[src/nvmem_host_pkg.sv]
// Package for the host-side controller of an asynchronous nonvolatile SRAM.
// Assumes a single 10 MHz reference clock shared by all users of the package.
package nvmem_host_pkg;

  localparam int unsigned CLK_PERIOD_NS = 100;
  // Read cycle time of the slowest speed grade.
  localparam int unsigned CYCLE_TIME_NS = 45;
  localparam int unsigned CYCLE_CLKS =
    (CYCLE_TIME_NS + CLK_PERIOD_NS - 1) / CLK_PERIOD_NS;
  // Longest store, industrial grade, and power-up restore.
  localparam int unsigned SAVE_DURATION_US    = 15000;
  localparam int unsigned RESTORE_DURATION_US = 20000;
  localparam int unsigned SAVE_CLKS    = SAVE_DURATION_US * 10;
  localparam int unsigned RESTORE_CLKS = RESTORE_DURATION_US * 10;
  localparam int unsigned SEQ_LEN = 6;

  localparam logic [13:0] SEQ_A0 = 14'h0e38;
  localparam logic [13:0] SEQ_A1 = 14'h31c7;
  localparam logic [13:0] SEQ_A2 = 14'h03e0;
  localparam logic [13:0] SEQ_A3 = 14'h3c1f;
  localparam logic [13:0] SEQ_A4 = 14'h303f;
  localparam logic [13:0] SEQ_SAVE    = 14'h0fc0;
  localparam logic [13:0] SEQ_RESTORE = 14'h0c63;

  typedef enum logic [1:0] {
    CMD_READ    = 2'b00,
    CMD_WRITE   = 2'b01,
    CMD_SAVE    = 2'b10,
    CMD_RESTORE = 2'b11
  } cmd_e;

  typedef struct packed {
    cmd_e        cmd;
    logic [14:0] addr;
    logic [7:0]  wdata;
  } req_s;

  typedef struct packed {
    logic        ce_n;
    logic        oe_n;
    logic        we_n;
    logic [14:0] addr;
  } mem_ctl_s;

  function automatic logic [13:0] seq_addr(input logic [2:0] step,
                                           input logic save);
    case (step)
      3'd0: seq_addr = SEQ_A0;
      3'd1: seq_addr = SEQ_A1;
      3'd2: seq_addr = SEQ_A2;
      3'd3: seq_addr = SEQ_A3;
      3'd4: seq_addr = SEQ_A4;
      default: seq_addr = save ? SEQ_SAVE : SEQ_RESTORE;
    endcase
  endfunction : seq_addr

endpackage : nvmem_host_pkg

[src/nvmem_host.sv]
// Host controller that drives an asynchronous nonvolatile SRAM by its pins.
// Assumes the memory pins are sampled on ref_clk and the power-fail level
// is already synchronous.
`timescale 1ns/1ps
`default_nettype none

module nvmem_host #(
  parameter int unsigned SAVE_WAIT    = nvmem_host_pkg::SAVE_CLKS,
  parameter int unsigned RESTORE_WAIT = nvmem_host_pkg::RESTORE_CLKS
) (
  // Clock and reset
  input  wire logic                     ref_clk,
  input  wire logic                     nrst,
  // Request side
  input  wire logic                     req_valid,
  input  wire nvmem_host_pkg::req_s     req,
  input  wire logic                     power_fail_level,
  output logic                          req_ready,
  output logic                          rsp_valid,
  output logic [7:0]                    rsp_data,
  // Memory pins
  output var nvmem_host_pkg::mem_ctl_s  mem_ctl,
  output logic                          hw_save_req_n,
  input  wire logic [7:0]               dq_in,
  output logic [7:0]                    dq_out,
  output logic                          dq_oe
);
  import nvmem_host_pkg::*;

  typedef enum logic [2:0] {
    ST_BOOT   = 3'b000,
    ST_IDLE   = 3'b001,
    ST_SETUP  = 3'b010,
    ST_STROBE = 3'b011,
    ST_END    = 3'b100,
    ST_WAIT   = 3'b101
  } state_e;

  state_e      state, next_state;
  req_s        cur, next_cur;
  logic [2:0]  step, next_step;
  logic [17:0] cnt, next_cnt;
  mem_ctl_s    next_mem_ctl;
  logic        next_req_ready, next_rsp_valid, next_dq_oe;
  logic [7:0]  next_rsp_data, next_dq_out;
  logic        seq_cmd;

  assign seq_cmd = (cur.cmd == CMD_SAVE) || (cur.cmd == CMD_RESTORE);

  always_comb begin
    next_state     = state;
    next_cur       = cur;
    next_step      = step;
    next_cnt       = cnt;
    next_mem_ctl   = mem_ctl;
    next_req_ready = 1'b0;
    next_rsp_valid = 1'b0;
    next_rsp_data  = rsp_data;
    next_dq_out    = dq_out;
    next_dq_oe     = 1'b0;
    case (state)
      ST_BOOT: begin
        next_mem_ctl = '{ce_n: 1'b1, oe_n: 1'b1, we_n: 1'b1, addr: '0};
        if (!power_fail_level) begin
          next_cnt = cnt + 18'd1;
        end else begin
          next_cnt = '0;
        end
        if (cnt >= 18'(RESTORE_WAIT)) begin
          next_state     = ST_IDLE;
          next_req_ready = 1'b1;
        end
      end
      ST_IDLE: begin
        next_req_ready = 1'b1;
        next_cnt = '0;
        if (power_fail_level) begin
          next_state     = ST_BOOT;
          next_req_ready = 1'b0;
        end else if (req_valid) begin
          next_cur       = req;
          next_req_ready = 1'b0;
          next_step      = 3'd0;
          next_state     = ST_SETUP;
        end
      end
      ST_SETUP: begin
        // Address settles with select high so select falls last.
        next_mem_ctl.ce_n = 1'b1;
        next_mem_ctl.we_n = 1'b1;
        next_mem_ctl.oe_n = (cur.cmd == CMD_WRITE);
        if (seq_cmd) begin
          next_mem_ctl.addr = {1'b0, seq_addr(step, cur.cmd == CMD_SAVE)};
        end else begin
          next_mem_ctl.addr = cur.addr;
        end
        next_dq_out = cur.wdata;
        next_cnt    = '0;
        next_state  = ST_STROBE;
      end
      ST_STROBE: begin
        next_mem_ctl.ce_n = 1'b0;
        // Strobe drops only after select, never before it.
        next_mem_ctl.we_n = !((cur.cmd == CMD_WRITE) && !mem_ctl.ce_n);
        next_dq_oe        = (cur.cmd == CMD_WRITE);
        next_cnt          = cnt + 18'd1;
        if (cnt >= 18'(CYCLE_CLKS)) begin
          next_state    = ST_END;
          next_rsp_data = dq_in;
        end
      end
      ST_END: begin
        next_mem_ctl.ce_n = 1'b1;
        next_mem_ctl.we_n = 1'b1;
        next_mem_ctl.oe_n = 1'b1;
        next_dq_oe        = 1'b0;
        next_cnt          = '0;
        if (seq_cmd && step != 3'(SEQ_LEN - 1)) begin
          next_step  = step + 3'd1;
          next_state = ST_SETUP;
        end else if (seq_cmd) begin
          next_state = ST_WAIT;
        end else begin
          next_rsp_valid = 1'b1;
          next_req_ready = 1'b1;
          next_state     = ST_IDLE;
        end
      end
      ST_WAIT: begin
        // Waiting the full time is safe even when a save is skipped.
        next_cnt = cnt + 18'd1;
        if (cnt >= 18'((cur.cmd == CMD_SAVE) ? SAVE_WAIT : RESTORE_WAIT)) begin
          next_step      = 3'd0;
          next_rsp_valid = 1'b1;
          next_req_ready = 1'b1;
          next_state     = ST_IDLE;
        end
      end
      default: next_state = ST_BOOT;
    endcase
  end

  always_ff @(posedge ref_clk or negedge nrst) begin
    if (!nrst) begin
      state     <= ST_BOOT;
      cur       <= '0;
      step      <= 3'd0;
      cnt       <= '0;
      mem_ctl   <= '{ce_n: 1'b1, oe_n: 1'b1, we_n: 1'b1, addr: '0};
      req_ready <= 1'b0;
      rsp_valid <= 1'b0;
      rsp_data  <= 8'h00;
      dq_out    <= 8'h00;
      dq_oe     <= 1'b0;
      hw_save_req_n <= 1'b1;
    end else begin
      state     <= next_state;
      cur       <= next_cur;
      step      <= next_step;
      cnt       <= next_cnt;
      mem_ctl   <= next_mem_ctl;
      req_ready <= next_req_ready;
      rsp_valid <= next_rsp_valid;
      rsp_data  <= next_rsp_data;
      dq_out    <= next_dq_out;
      dq_oe     <= next_dq_oe;
      // The hardware request pin is never used, so it idles high.
      hw_save_req_n <= 1'b1;
    end
  end

  a_read_we_high: assert property (@(posedge ref_clk) disable iff (!nrst)
    (!mem_ctl.oe_n && !mem_ctl.ce_n) |-> mem_ctl.we_n)
    else $error("Write strobe low during a read.");
  a_hsb_idle: assert property (@(posedge ref_clk) disable iff (!nrst)
    !mem_ctl.ce_n |-> hw_save_req_n)
    else $error("Save request low during an access.");
  a_we_after_ce: assert property (@(posedge ref_clk) disable iff (!nrst)
    $fell(mem_ctl.we_n) |-> !$past(mem_ctl.ce_n))
    else $error("Strobe fell before select.");
  a_no_access_pf: assert property (@(posedge ref_clk) disable iff (!nrst)
    (state == ST_BOOT || state == ST_WAIT) |-> mem_ctl.ce_n)
    else $error("Access issued while busy.");
  a_boot_wait: assert property (@(posedge ref_clk) disable iff (!nrst)
    (state == ST_BOOT && cnt < 18'(RESTORE_WAIT)) |=> state != ST_IDLE)
    else $error("Left power-up wait early.");
  a_cmd_addr: assert property (@(posedge ref_clk) disable iff (!nrst)
    (state == ST_STROBE && seq_cmd) |->
      mem_ctl.addr == {1'b0, seq_addr(step, cur.cmd == CMD_SAVE)})
    else $error("Command address out of order.");
  a_seq_we_high: assert property (@(posedge ref_clk) disable iff (!nrst)
    (seq_cmd && state != ST_IDLE) |-> mem_ctl.we_n)
    else $error("Strobe low inside a command.");
  a_cycle_len: assert property (@(posedge ref_clk) disable iff (!nrst)
    $fell(mem_ctl.ce_n) |-> !mem_ctl.ce_n [*2])
    else $error("Select pulse too short.");
  a_top_bit: assert property (@(posedge ref_clk) disable iff (!nrst)
    (state == ST_STROBE && seq_cmd) |-> !mem_ctl.addr[14])
    else $error("Top address bit set in a command.");
  c_read: cover property (@(posedge ref_clk) disable iff (!nrst)
    rsp_valid && cur.cmd == CMD_READ);
  c_write: cover property (@(posedge ref_clk) disable iff (!nrst)
    rsp_valid && cur.cmd == CMD_WRITE);
  c_save: cover property (@(posedge ref_clk) disable iff (!nrst)
    state == ST_WAIT && cur.cmd == CMD_SAVE);
  c_restore: cover property (@(posedge ref_clk) disable iff (!nrst)
    state == ST_WAIT && cur.cmd == CMD_RESTORE);

endmodule : nvmem_host

`default_nettype wire

[config.mk]
export PLATFORM = sky130hd
export DESIGN_NAME = nvmem_host
export DESIGN_NICKNAME = d
export VERILOG_FILES = /design/src/nvmem_host_pkg.sv /design/src/nvmem_host.sv
export SDC_FILE = /design/constraint.sdc
export NUM_CORES = 1
export LEC_CHECK = 0
export ABC_AREA = 1
export BUFFER_PORTS_ARGS = -buffer_cell sky130_fd_sc_hd__buf_2
export CORE_MARGIN = 1.5
export CORE_UTILIZATION = 50
export DETAILED_ROUTE_END_ITERATION = 7
export PLACE_DENSITY_LB_ADDON = 0.05
export REMOVE_ABC_BUFFERS = 1
export SYNTH_ARGS = -nofsm -noshare
export SYNTH_HDL_FRONTEND = slang
export SYNTH_SLANG_ARGS = --single-unit
export TNS_END_PERCENT = 10
[constraint.sdc]
create_clock -name ref_clk -period 1.8 [get_ports ref_clk]
set_clock_uncertainty 0.05 [all_clocks]
set_input_delay 0.36 -clock ref_clk [delete_from_list [all_inputs] [get_ports ref_clk]]
set_output_delay 0.36 -clock ref_clk [all_outputs]
set_load 0.03 [all_outputs]
# Yosys cells after proc, flatten, opt, wreduce, memory -nomap -nowiden
# Cells that the tools add are included.
# Widths: inputs -> output; s select.
# totals
reg_bits,86
inputBits,37
out_inout_bits,38
word_cells,93
# op_classes
add_sub_neg,2
n_lt_le_gt_ge,3
eq_ne,20
mux,32
n_bitwise,1
reduce_logical,20
# op_table
op,n
$pmux 14 s5,1
$pmux 18 s3,1
$mux 3,11
$pmux 15 s2,1
$add 18x1->18 const B,1
$ge 18x1->1 const B,1
$ge 18x18->1,1
$ge 18x18->1 const B,1
$mux 18,1
$pmux 3 s6,1
$mux 17,1
$mux 15,1
$eq 3x2->1 const B,4
$ne 2x2->1 const B,6
$mux 10,1
$eq 3x3->1 const B,3
$pmux 3 s3,1
$pmux 1 s2,4
$mux 1,7
$eq 3x1->1 const B,2
$logic_not 3->1,2
$ne 3x3->1 const B,2
$reduce_bool 2->1,3
$reduce_bool 3->1,2
other kinds (14),19

# Longest topological paths before layout
# Gate-level depths: netlist of the first run.
# logic_depth
depth_word,5
depth_mapped,12
depth_no_buf,12

# Least setup slack after synthesis of the first run
# No wires, ideal clock.
# synth_path
kind,register to register
from,register cur[23] (netlist name)
to,register step[0]
setup_time_ns,0.117
t_arrival_ns,1.609
required_ns,1.633
path_slack_ns,0.024
stages_incl_launch_ff,13
cell_sequence,dfrtp_1 > inv_1 > nand2_1 > ha_1 > inv_1 > nor2_1 > nand3_1 > nor2_1 > nand2_1 > nand3_1 > nand2_1 > nand2_1 > nand2_1
# synth_via
elab_chain_cells,5
# synth_lines
item,line_no,text
from (decl),nvmem_host.sv:40,"req_s cur, next_cur;"
from (signal assigned),nvmem_host.sv:158,cur <= next_cur;
$eq 2x2->1 (on tied branches),"nvmem_host.sv:48, nvmem_host.sv:132",
$mux 17 or $logic_or 1x1->1 (tied branches),"nvmem_host.sv:132, nvmem_host.sv:48",
$ge 18x18->1 or $logic_and 1x1->1 (tied branches),"nvmem_host.sv:132, nvmem_host.sv:118",
$ne 2x2->1 (no line),--,
$reduce_and 5->1 (no line) *,--,
to (signal assigned),nvmem_host.sv:159,step <= next_step;
to (decl),nvmem_host.sv:41,"logic [2:0] step, next_step;"
# Every way passes the cells marked *; elsewhere a longest branch is shown, timed or not.
# A chain may end at the register's enable or synchronous reset.

# Worst setup path in the final report of the first run
# layout_path
from,register step[1]
to,register step[0]
# layout_via
elab_chain_cells,4
# layout_lines
item,line_no,text
$ne 3x3->1,nvmem_host.sv:118,if (seq_cmd && step != 3'(SEQ_LEN - 1)) begin
$logic_and 1x1->1,nvmem_host.sv:118,
$ne 2x2->1 (no line),--,
$reduce_and 5->1 (no line),--,
# Every way passes these cells.

==> out/results.ini, run 1 <==
[clocking]
cts.htree.levels=3
root_buffer=clkbuf_8
clock_path_buffers=2
cts_tree=built
hold_buffers=0
insertion_delay_ns=0.35
cts_buffers=9
clock-sinks=86
cts.clk_slew.worst_paths_ns=0.08

[global_route]
grt_use_met3_pct=3.27
grt_max_degree=87
grt_pass1_vias=3560
grt-busiest-layer=met2
grt_antenna_before_repair=0
grt_overflow_total=0
grtUsageMet2_pct=36.6
grtUsageTotal_pct=23.0
grt_pass1_wl_microns=16200
use_met1_pct=32.1

[worst_setup_path]
crit_fanout=4
cp.arrival_ns=1.91
r2r_end=step[0]$_DFFE_PN0P_
crit_end=step[0]$_DFFE_PN0P_
r2r_cells=10
cp-end-kind=flip-flop
r2r_start=step[1]$_DFFE_PN0P_
required_ns=1.99
r2r_setup_slack_ns=0.08
worstSetupStartpointType=flip-flop
critPathLaunch=step[1]$_DFFE_PN0P_
path_class=flip-flop to flip-flop

[placement]
dp_hpwl_microns=6990
portBuffers=73
finalWeightedCongestion=0.907
placed_cell_area_sq_um=4860
dp.cells=694

[hold_path]
hp-class=input port to asynchronous set/reset pin

[power]
leakage_nw=2.79
power_density_nw_per_um2=676
max-vdd-ir-drop_uv=445
p_total_w=0.00354

[sta]
slew_violations=0
max_freq_mhz=583
rsz0062_at_grt=yes
whs_ns=-0.0465
period_needed_ns=1.72
finalSetupViolCount=0
hold_violations=29
fin_tns_setup_ns=0
fin_crit_sh_pct=95.3

[routing]
drcViolationCount=0
wirelength_microns=9910
vias=3759
drt-initial-drc-count=143
viasPerCell=5.26
firstDrtPassIters=4
avgRoutedWirePerCell_microns=13.9
drtAntennaViolNets=0

[synth]
syn-cell-area_sq_um=4250
ys.warnings.count=0
synth_edf_count=0
synthArstFlopShare_pct=100
ys.flop_type=dfrtp_1
synth_largest_area_cell=dfrtp_1
synth_area_leaders=dfrtp_1 49%, nand2_1 9.2%, nand3_1 6.1%
synthCells=507
synth.top_cell.area_share_pct=48.8
postSynthAreaPerCell_sq_um=8.39
ys_ff_latch=86
synth.distinct_cells=32
ys_seq_area_share_pct=50.7

[cells_and_area]
syn_to_final_growth_pct=23.2
antennaDiodeCount=0
drive_above_1_share_pct=27.9
nNetsFinal=654
fill_cells=744
fin_area_sq_um=5240
utilization_pct=63.8
final_cells=714

[die]
die_w_microns=95.2
die_y_microns=95.2
num_io_pins=75
rows=33
core_sq_um=8220
start_util_pct=51.8
dieArea_sq_um=9070

[status]
violations=hold timing
status=finished, violations left

[flow_run]
drv_cap=0

worst min-delay path by stage:
stage	slack, ns	from	cells after the start	end
2_1_floorplan	0.01	nrst	0	cnt[0]$_DFFE_PN0P_
3_3_place_gp	0.38	nrst	2	rsp_data[6]$_DFFE_PN0P_
3_5_place_dp	0.38	nrst	2	rsp_data[6]$_DFFE_PN0P_
4_1_cts	0.002	nrst	2	rsp_data[6]$_DFFE_PN0P_
5_1_grt	0.01	nrst	2	rsp_data[6]$_DFFE_PN0P_
6_report	-0.05	nrst	2	rsp_data[6]$_DFFE_PN0P_
cell usage in the layout (no fill, tap or decap), types with 6 or more instances in the layout:
master,count
o21ai_0,47
dfrtp_1,82
nand4_1,8
inv_1,49
ha_1,10
nand2_1,99
buf_2,72
nor3_1,6
nand3_1,50
nor2_2,7
a21oi_1,30
buf_4,27
mux2_2,15
nor2_1,48
clkbuf_8,9
kinds of logic after synthesis:
logic type / count (synthesis) / share of synthesized area, %
multiplexers: 15 / 3.97
AO/OA/AOI/OAI: 85 / 10.4
buffers and inverters: 69 / 6.83
AND/OR/NAND/NOR: 238 / 24.3
flip-flops: 86 / 50.7
other: 1 / 0.0882
XOR/XNOR: 1 / 0.206
adder cells (fa/ha/maj): 12 / 3.53
state kept, by name (all words and copies together) (netlist names):
name and cells:
rsp_data 8, mem_ctl 18, state 3, rsp_valid 1
dq_oe 1, step 3, dq_out 8, req_ready 1
cnt 18, cur 25
repair_timing:
item / CTS / global route
setup endpoints to repair: 3 / 34
pin swaps: 0 / 11
gates resized for setup: 1 / 33
gates cloned: 0 / 1
setup buffers: 0 / 4
stage by stage:
stage | setup slack (ns) | hold slack (ns)
6_report | 0.0843 | -0.0465
3_3_place_gp | 0.00465 | 0.381
2_1_floorplan | -0.163 | 0.0144
5_1_grt | -0.0601 | 0.0145
4_1_cts | 0.00669 | 0.00160
3_5_place_dp | -0.0460 | 0.384
synthesized netlist by cell type (2+ instances only):
| cell type | instances |
|---|---|
| nand3_1 | 52 |
| buf_4 | 3 |
| inv_1 | 51 |
| buf_2 | 3 |
| ha_1 | 12 |
| dfrtp_1 | 83 |
| nor2_1 | 55 |
| clkbuf_1 | 7 |
| mux2_2 | 15 |
| buf_6 | 2 |
| a31oi_1 | 2 |
| nor2_2 | 3 |
| nand3_2 | 2 |
| nor3_1 | 9 |
| dfstp_2 | 3 |
| o21ai_0 | 48 |
| inv_2 | 2 |
| nand2_1 | 104 |
| a21oi_1 | 31 |
| nand4_1 | 8 |
area by class of cell:
| cell class | count | area (sq um) | area share (%) |
|---|---|---|---|
| multi-input cells | 353 | 1930 | 36.9 |
| flip-flops and latches | 86 | 2160 | 41.2 |
| clock inverters | 6 | 86.3 | 1.65 |
| well taps | 105 | 131 | 2.51 |
| inverters | 53 | 203 | 3.87 |
| clock buffers | 9 | 124 | 2.36 |
| repair buffers | 102 | 606 | 11.6 |
critical path: stages (launching register included):
cell and delay, ns:
dfrtp_1 0.41, inv_1 0.08, ha_1 0.21, nand2_1 0.08, inv_1 0.05, nor2_1 0.13
o21ai_0 0.13, a21oi_2 0.27, nand2_4 0.09, nand2_1 0.07, nand2_1 0.05
where the power goes:
group          internal [W]  switching, W
registers           0.00194    0.00000413
clock network      0.000775      0.000700
logic             0.0000427     0.0000802
total               0.00276      0.000784
metal layers:
metal	up-vias	routed length, microns
met5	-	0
met3	11	462
met2	89	4550
met1	1792	4760
li1	1867	-
met4	0	128
Note: power is estimated with default switching activity, not from simulation.
==> run 2: changes to the inputs <==
BUFFER_PORTS_ARGS = default   (was -buffer_cell sky130_fd_sc_hd__buf_2)
CORE_UTILIZATION = 54   (was 50)
DONT_BUFFER_PORTS = 1   (was default)
clock period = 1.72 ns   (was 1.8 ns; I/O delays follow)
==> run 2 against run 1 <==
Compared with the run above: the run still ends with hold timing left; setup slack worse by 0.032 ns; clock power is 10% higher; largest power group unchanged; worst hold slack worse by 0.33 ns; critical endpoint is now step[1]$_DFFE_PN0P_; die area is 7.2% lower; final area is 3.7% lower; global-route usage is 0.36 points higher; sequential cell count stayed put; critical path depth is 2 higher.
==> out/results.ini, run 2 (same netlist as run 1, synthesis figures left out) <==
[die]
dieArea_sq_um=8420  ; -7.2%
die_w_microns=91.7  ; -3.7%
start_util_pct=55.3  ; +3.6 points
rows=32  ; -3.0%
die_y_microns=91.7  ; -3.7%
num_io_pins=75  ; unchanged
core_sq_um=7690  ; -6.4%

[clocking]
insertion_delay_ns=0.35  ; about the same
cts_tree=built
root_buffer=clkbuf_8
clock-sinks=86  ; unchanged
clock_path_buffers=2  ; unchanged
cts_buffers=9  ; unchanged
cts.htree.levels=3  ; unchanged
cts.clk_slew.worst_paths_ns=0.09  ; about the same

[status]
status=finished, violations left
violations=hold timing

[cells_and_area]
syn_to_final_growth_pct=18.7
largest_reg_flops=25  ; unchanged
final_common_cell=nand2_1
nNetsFinal=597  ; -8.7%
final_cell_mix=94 x nand2_1, 82 x dfrtp_1, 48 x nand3_1
drive_above_1_share_pct=23.5  ; -4.4 points
antennaDiodeCount=0  ; unchanged
top_regs=cur: 25 flops, cnt: 18 flops, mem_ctl: 18 flops
regMostFlops=cur

[power]
clkPwrFrac_pct=43.9  ; +2.3 points
power_density_nw_per_um2=731  ; +8.1%
power_frac_comb_pct=0.4  ; -3.1 points
pwr-share-seq_pct=55.8  ; +0.9 points
p_sw_share_pct=21.2  ; -0.94 points
p_total_w=0.00369  ; +4.1%
intPower_w=0.00290  ; +5.4%
max-vdd-ir-drop_uv=438  ; -1.6%
power.net_switching_w=0.000782  ; -0.30%
leakage_nw=2.59  ; -7.0%

[worst_setup_path]
required_ns=1.92  ; -0.07 ns
cp.arrival_ns=1.87  ; -0.04 ns
r2r_start=cur[23]$_DFFE_PN0P_
cp-end-kind=flip-flop
crit_fanout=6  ; +2
r2r_end=step[1]$_DFFE_PN0P_
path_class=flip-flop to flip-flop
worstSetupStartpointType=flip-flop
r2r_setup_slack_ns=0.05  ; -0.03 ns
r2r_cells=12  ; +2

[placement]
portBuffers=0  ; -100%
dp_hpwl_microns=6630  ; -5.2%
finalWeightedCongestion=0.829  ; -8.5%

[routing]
viasPerCell=5.33  ; +1.1%
drt-initial-drc-count=149  ; +4.2%
drtAntennaViolNets=0  ; unchanged
vias=3488  ; -7.2%
firstDrtPassIters=4  ; unchanged
drcViolationCount=0  ; unchanged
avgRoutedWirePerCell_microns=14.5  ; +4.9%
wirelength_microns=9530  ; -3.8%

[global_route]
grt_pass1_wl_microns=15700  ; -3.4%
grtUsageTotal_pct=23.3  ; +0.36 points
grt_overflow_total=0  ; unchanged
grt_pass1_vias=3288  ; -7.6%
grt_antenna_before_repair=0  ; unchanged
grt_max_degree=87  ; unchanged

[flow_run]
drv_cap=0  ; unchanged

[sta]
finalSetupViolCount=0  ; unchanged
hold_violations=86  ; +200%
max_freq_mhz=599  ; +2.9%
fin_crit_sh_pct=97.0  ; +1.7 points
period_needed_ns=1.67  ; -0.0475 ns
whs_ns=-0.374  ; -0.328 ns
slew_violations=0  ; unchanged
rsz0062_at_grt=yes

[hold_path]
hp-class=input port to asynchronous set/reset pin

[run 2: how the worst max path moves through the flow]
stage                   startpoint             endpoint  slack [ns]  cells past startpoint
4_1_cts        cur[23]$_DFFE_PN0P_  step[1]$_DFFE_PN0P_     0.00008                     12
6_report       cur[23]$_DFFE_PN0P_  step[1]$_DFFE_PN0P_        0.05                     12
3_5_place_dp   cur[23]$_DFFE_PN0P_  step[1]$_DFFE_PN0P_       -0.15                     12
5_1_grt        step[1]$_DFFE_PN0P_  step[1]$_DFFE_PN0P_       -0.08                     11
2_1_floorplan  cur[24]$_DFFE_PN0P_  step[0]$_DFFE_PN0P_       -0.24                     11
3_3_place_gp   cur[23]$_DFFE_PN0P_  step[2]$_DFFE_PN0P_       -0.06                     12
[run 2: worst max-delay path: stages (launching register included)]
cell,delay [ns]
dfrtp_1,0.40
inv_2,0.08
nand2_4,0.07
ha_4,0.26
inv_2,0.04
nor2_4,0.07
nand3_2,0.10
nor2_2,0.13
nand2_2,0.09
nand3_4,0.10
nand2_4,0.07
nand2_2,0.06
nand2_1,0.04
[run 2: what timing repair did]
item	CTS	global route
hold endpoints to repair	86	86
pin swaps	4	19
buffers inserted	1	10
resized for setup	5	49
endpoints found under the setup margin	6	37
[run 2: layer usage]
layer	GRT usage [%]	wire length, microns	up-vias
li1	-	-	1746
met1	32.0	4410	1646
met2	36.4	4430	88
met3	5.64	603	8
met4	7.69	89	0
met5	0	0	-
[run 2: through the flow]
stage | cells | instance area (sq um) | utilization, % | TNS (ns) | setup WS, ns
finish | 655 | 5050 | 65.6 | 0 | 0.0518
global route | 655 | 5050 | 65.6 | -0.877 | -0.0839
CTS | 645 | 4800 | 62.5 | 0 | 0.0000817
detailed placement | 628 | 4550 | 59.2 | -0.442 | -0.152
global placement | 628 | 4550 | 59.2 | -0.178 | -0.0594
floorplan | 491 | 4160 | - | -2.46 | -0.243
[run 2: layout make-up]
| cell class | count | area [sq um] |
|---|---|---|
| clock buffers | 10 | 138 |
| clock inverters | 6 | 93.8 |
| fillers | 636 | 2640 |
| inverters | 53 | 201 |
| multi-input cells | 352 | 1980 |
| flip-flops and latches | 86 | 2160 |
| well taps | 102 | 128 |
| repair buffers | 46 | 353 |
[run 2: power groups by stage]
stage / clock network, W / registers (W) / logic [W]
floorplan: 0 / 0.00209 / 0.0000122
global placement: 0 / 0.00210 / 0.0000134
detailed placement: 0 / 0.00210 / 0.0000138
CTS: 0.00165 / 0.00206 / 0.0000139
global route: 0.00174 / 0.00206 / 0.0000167
finish: 0.00162 / 0.00206 / 0.0000141
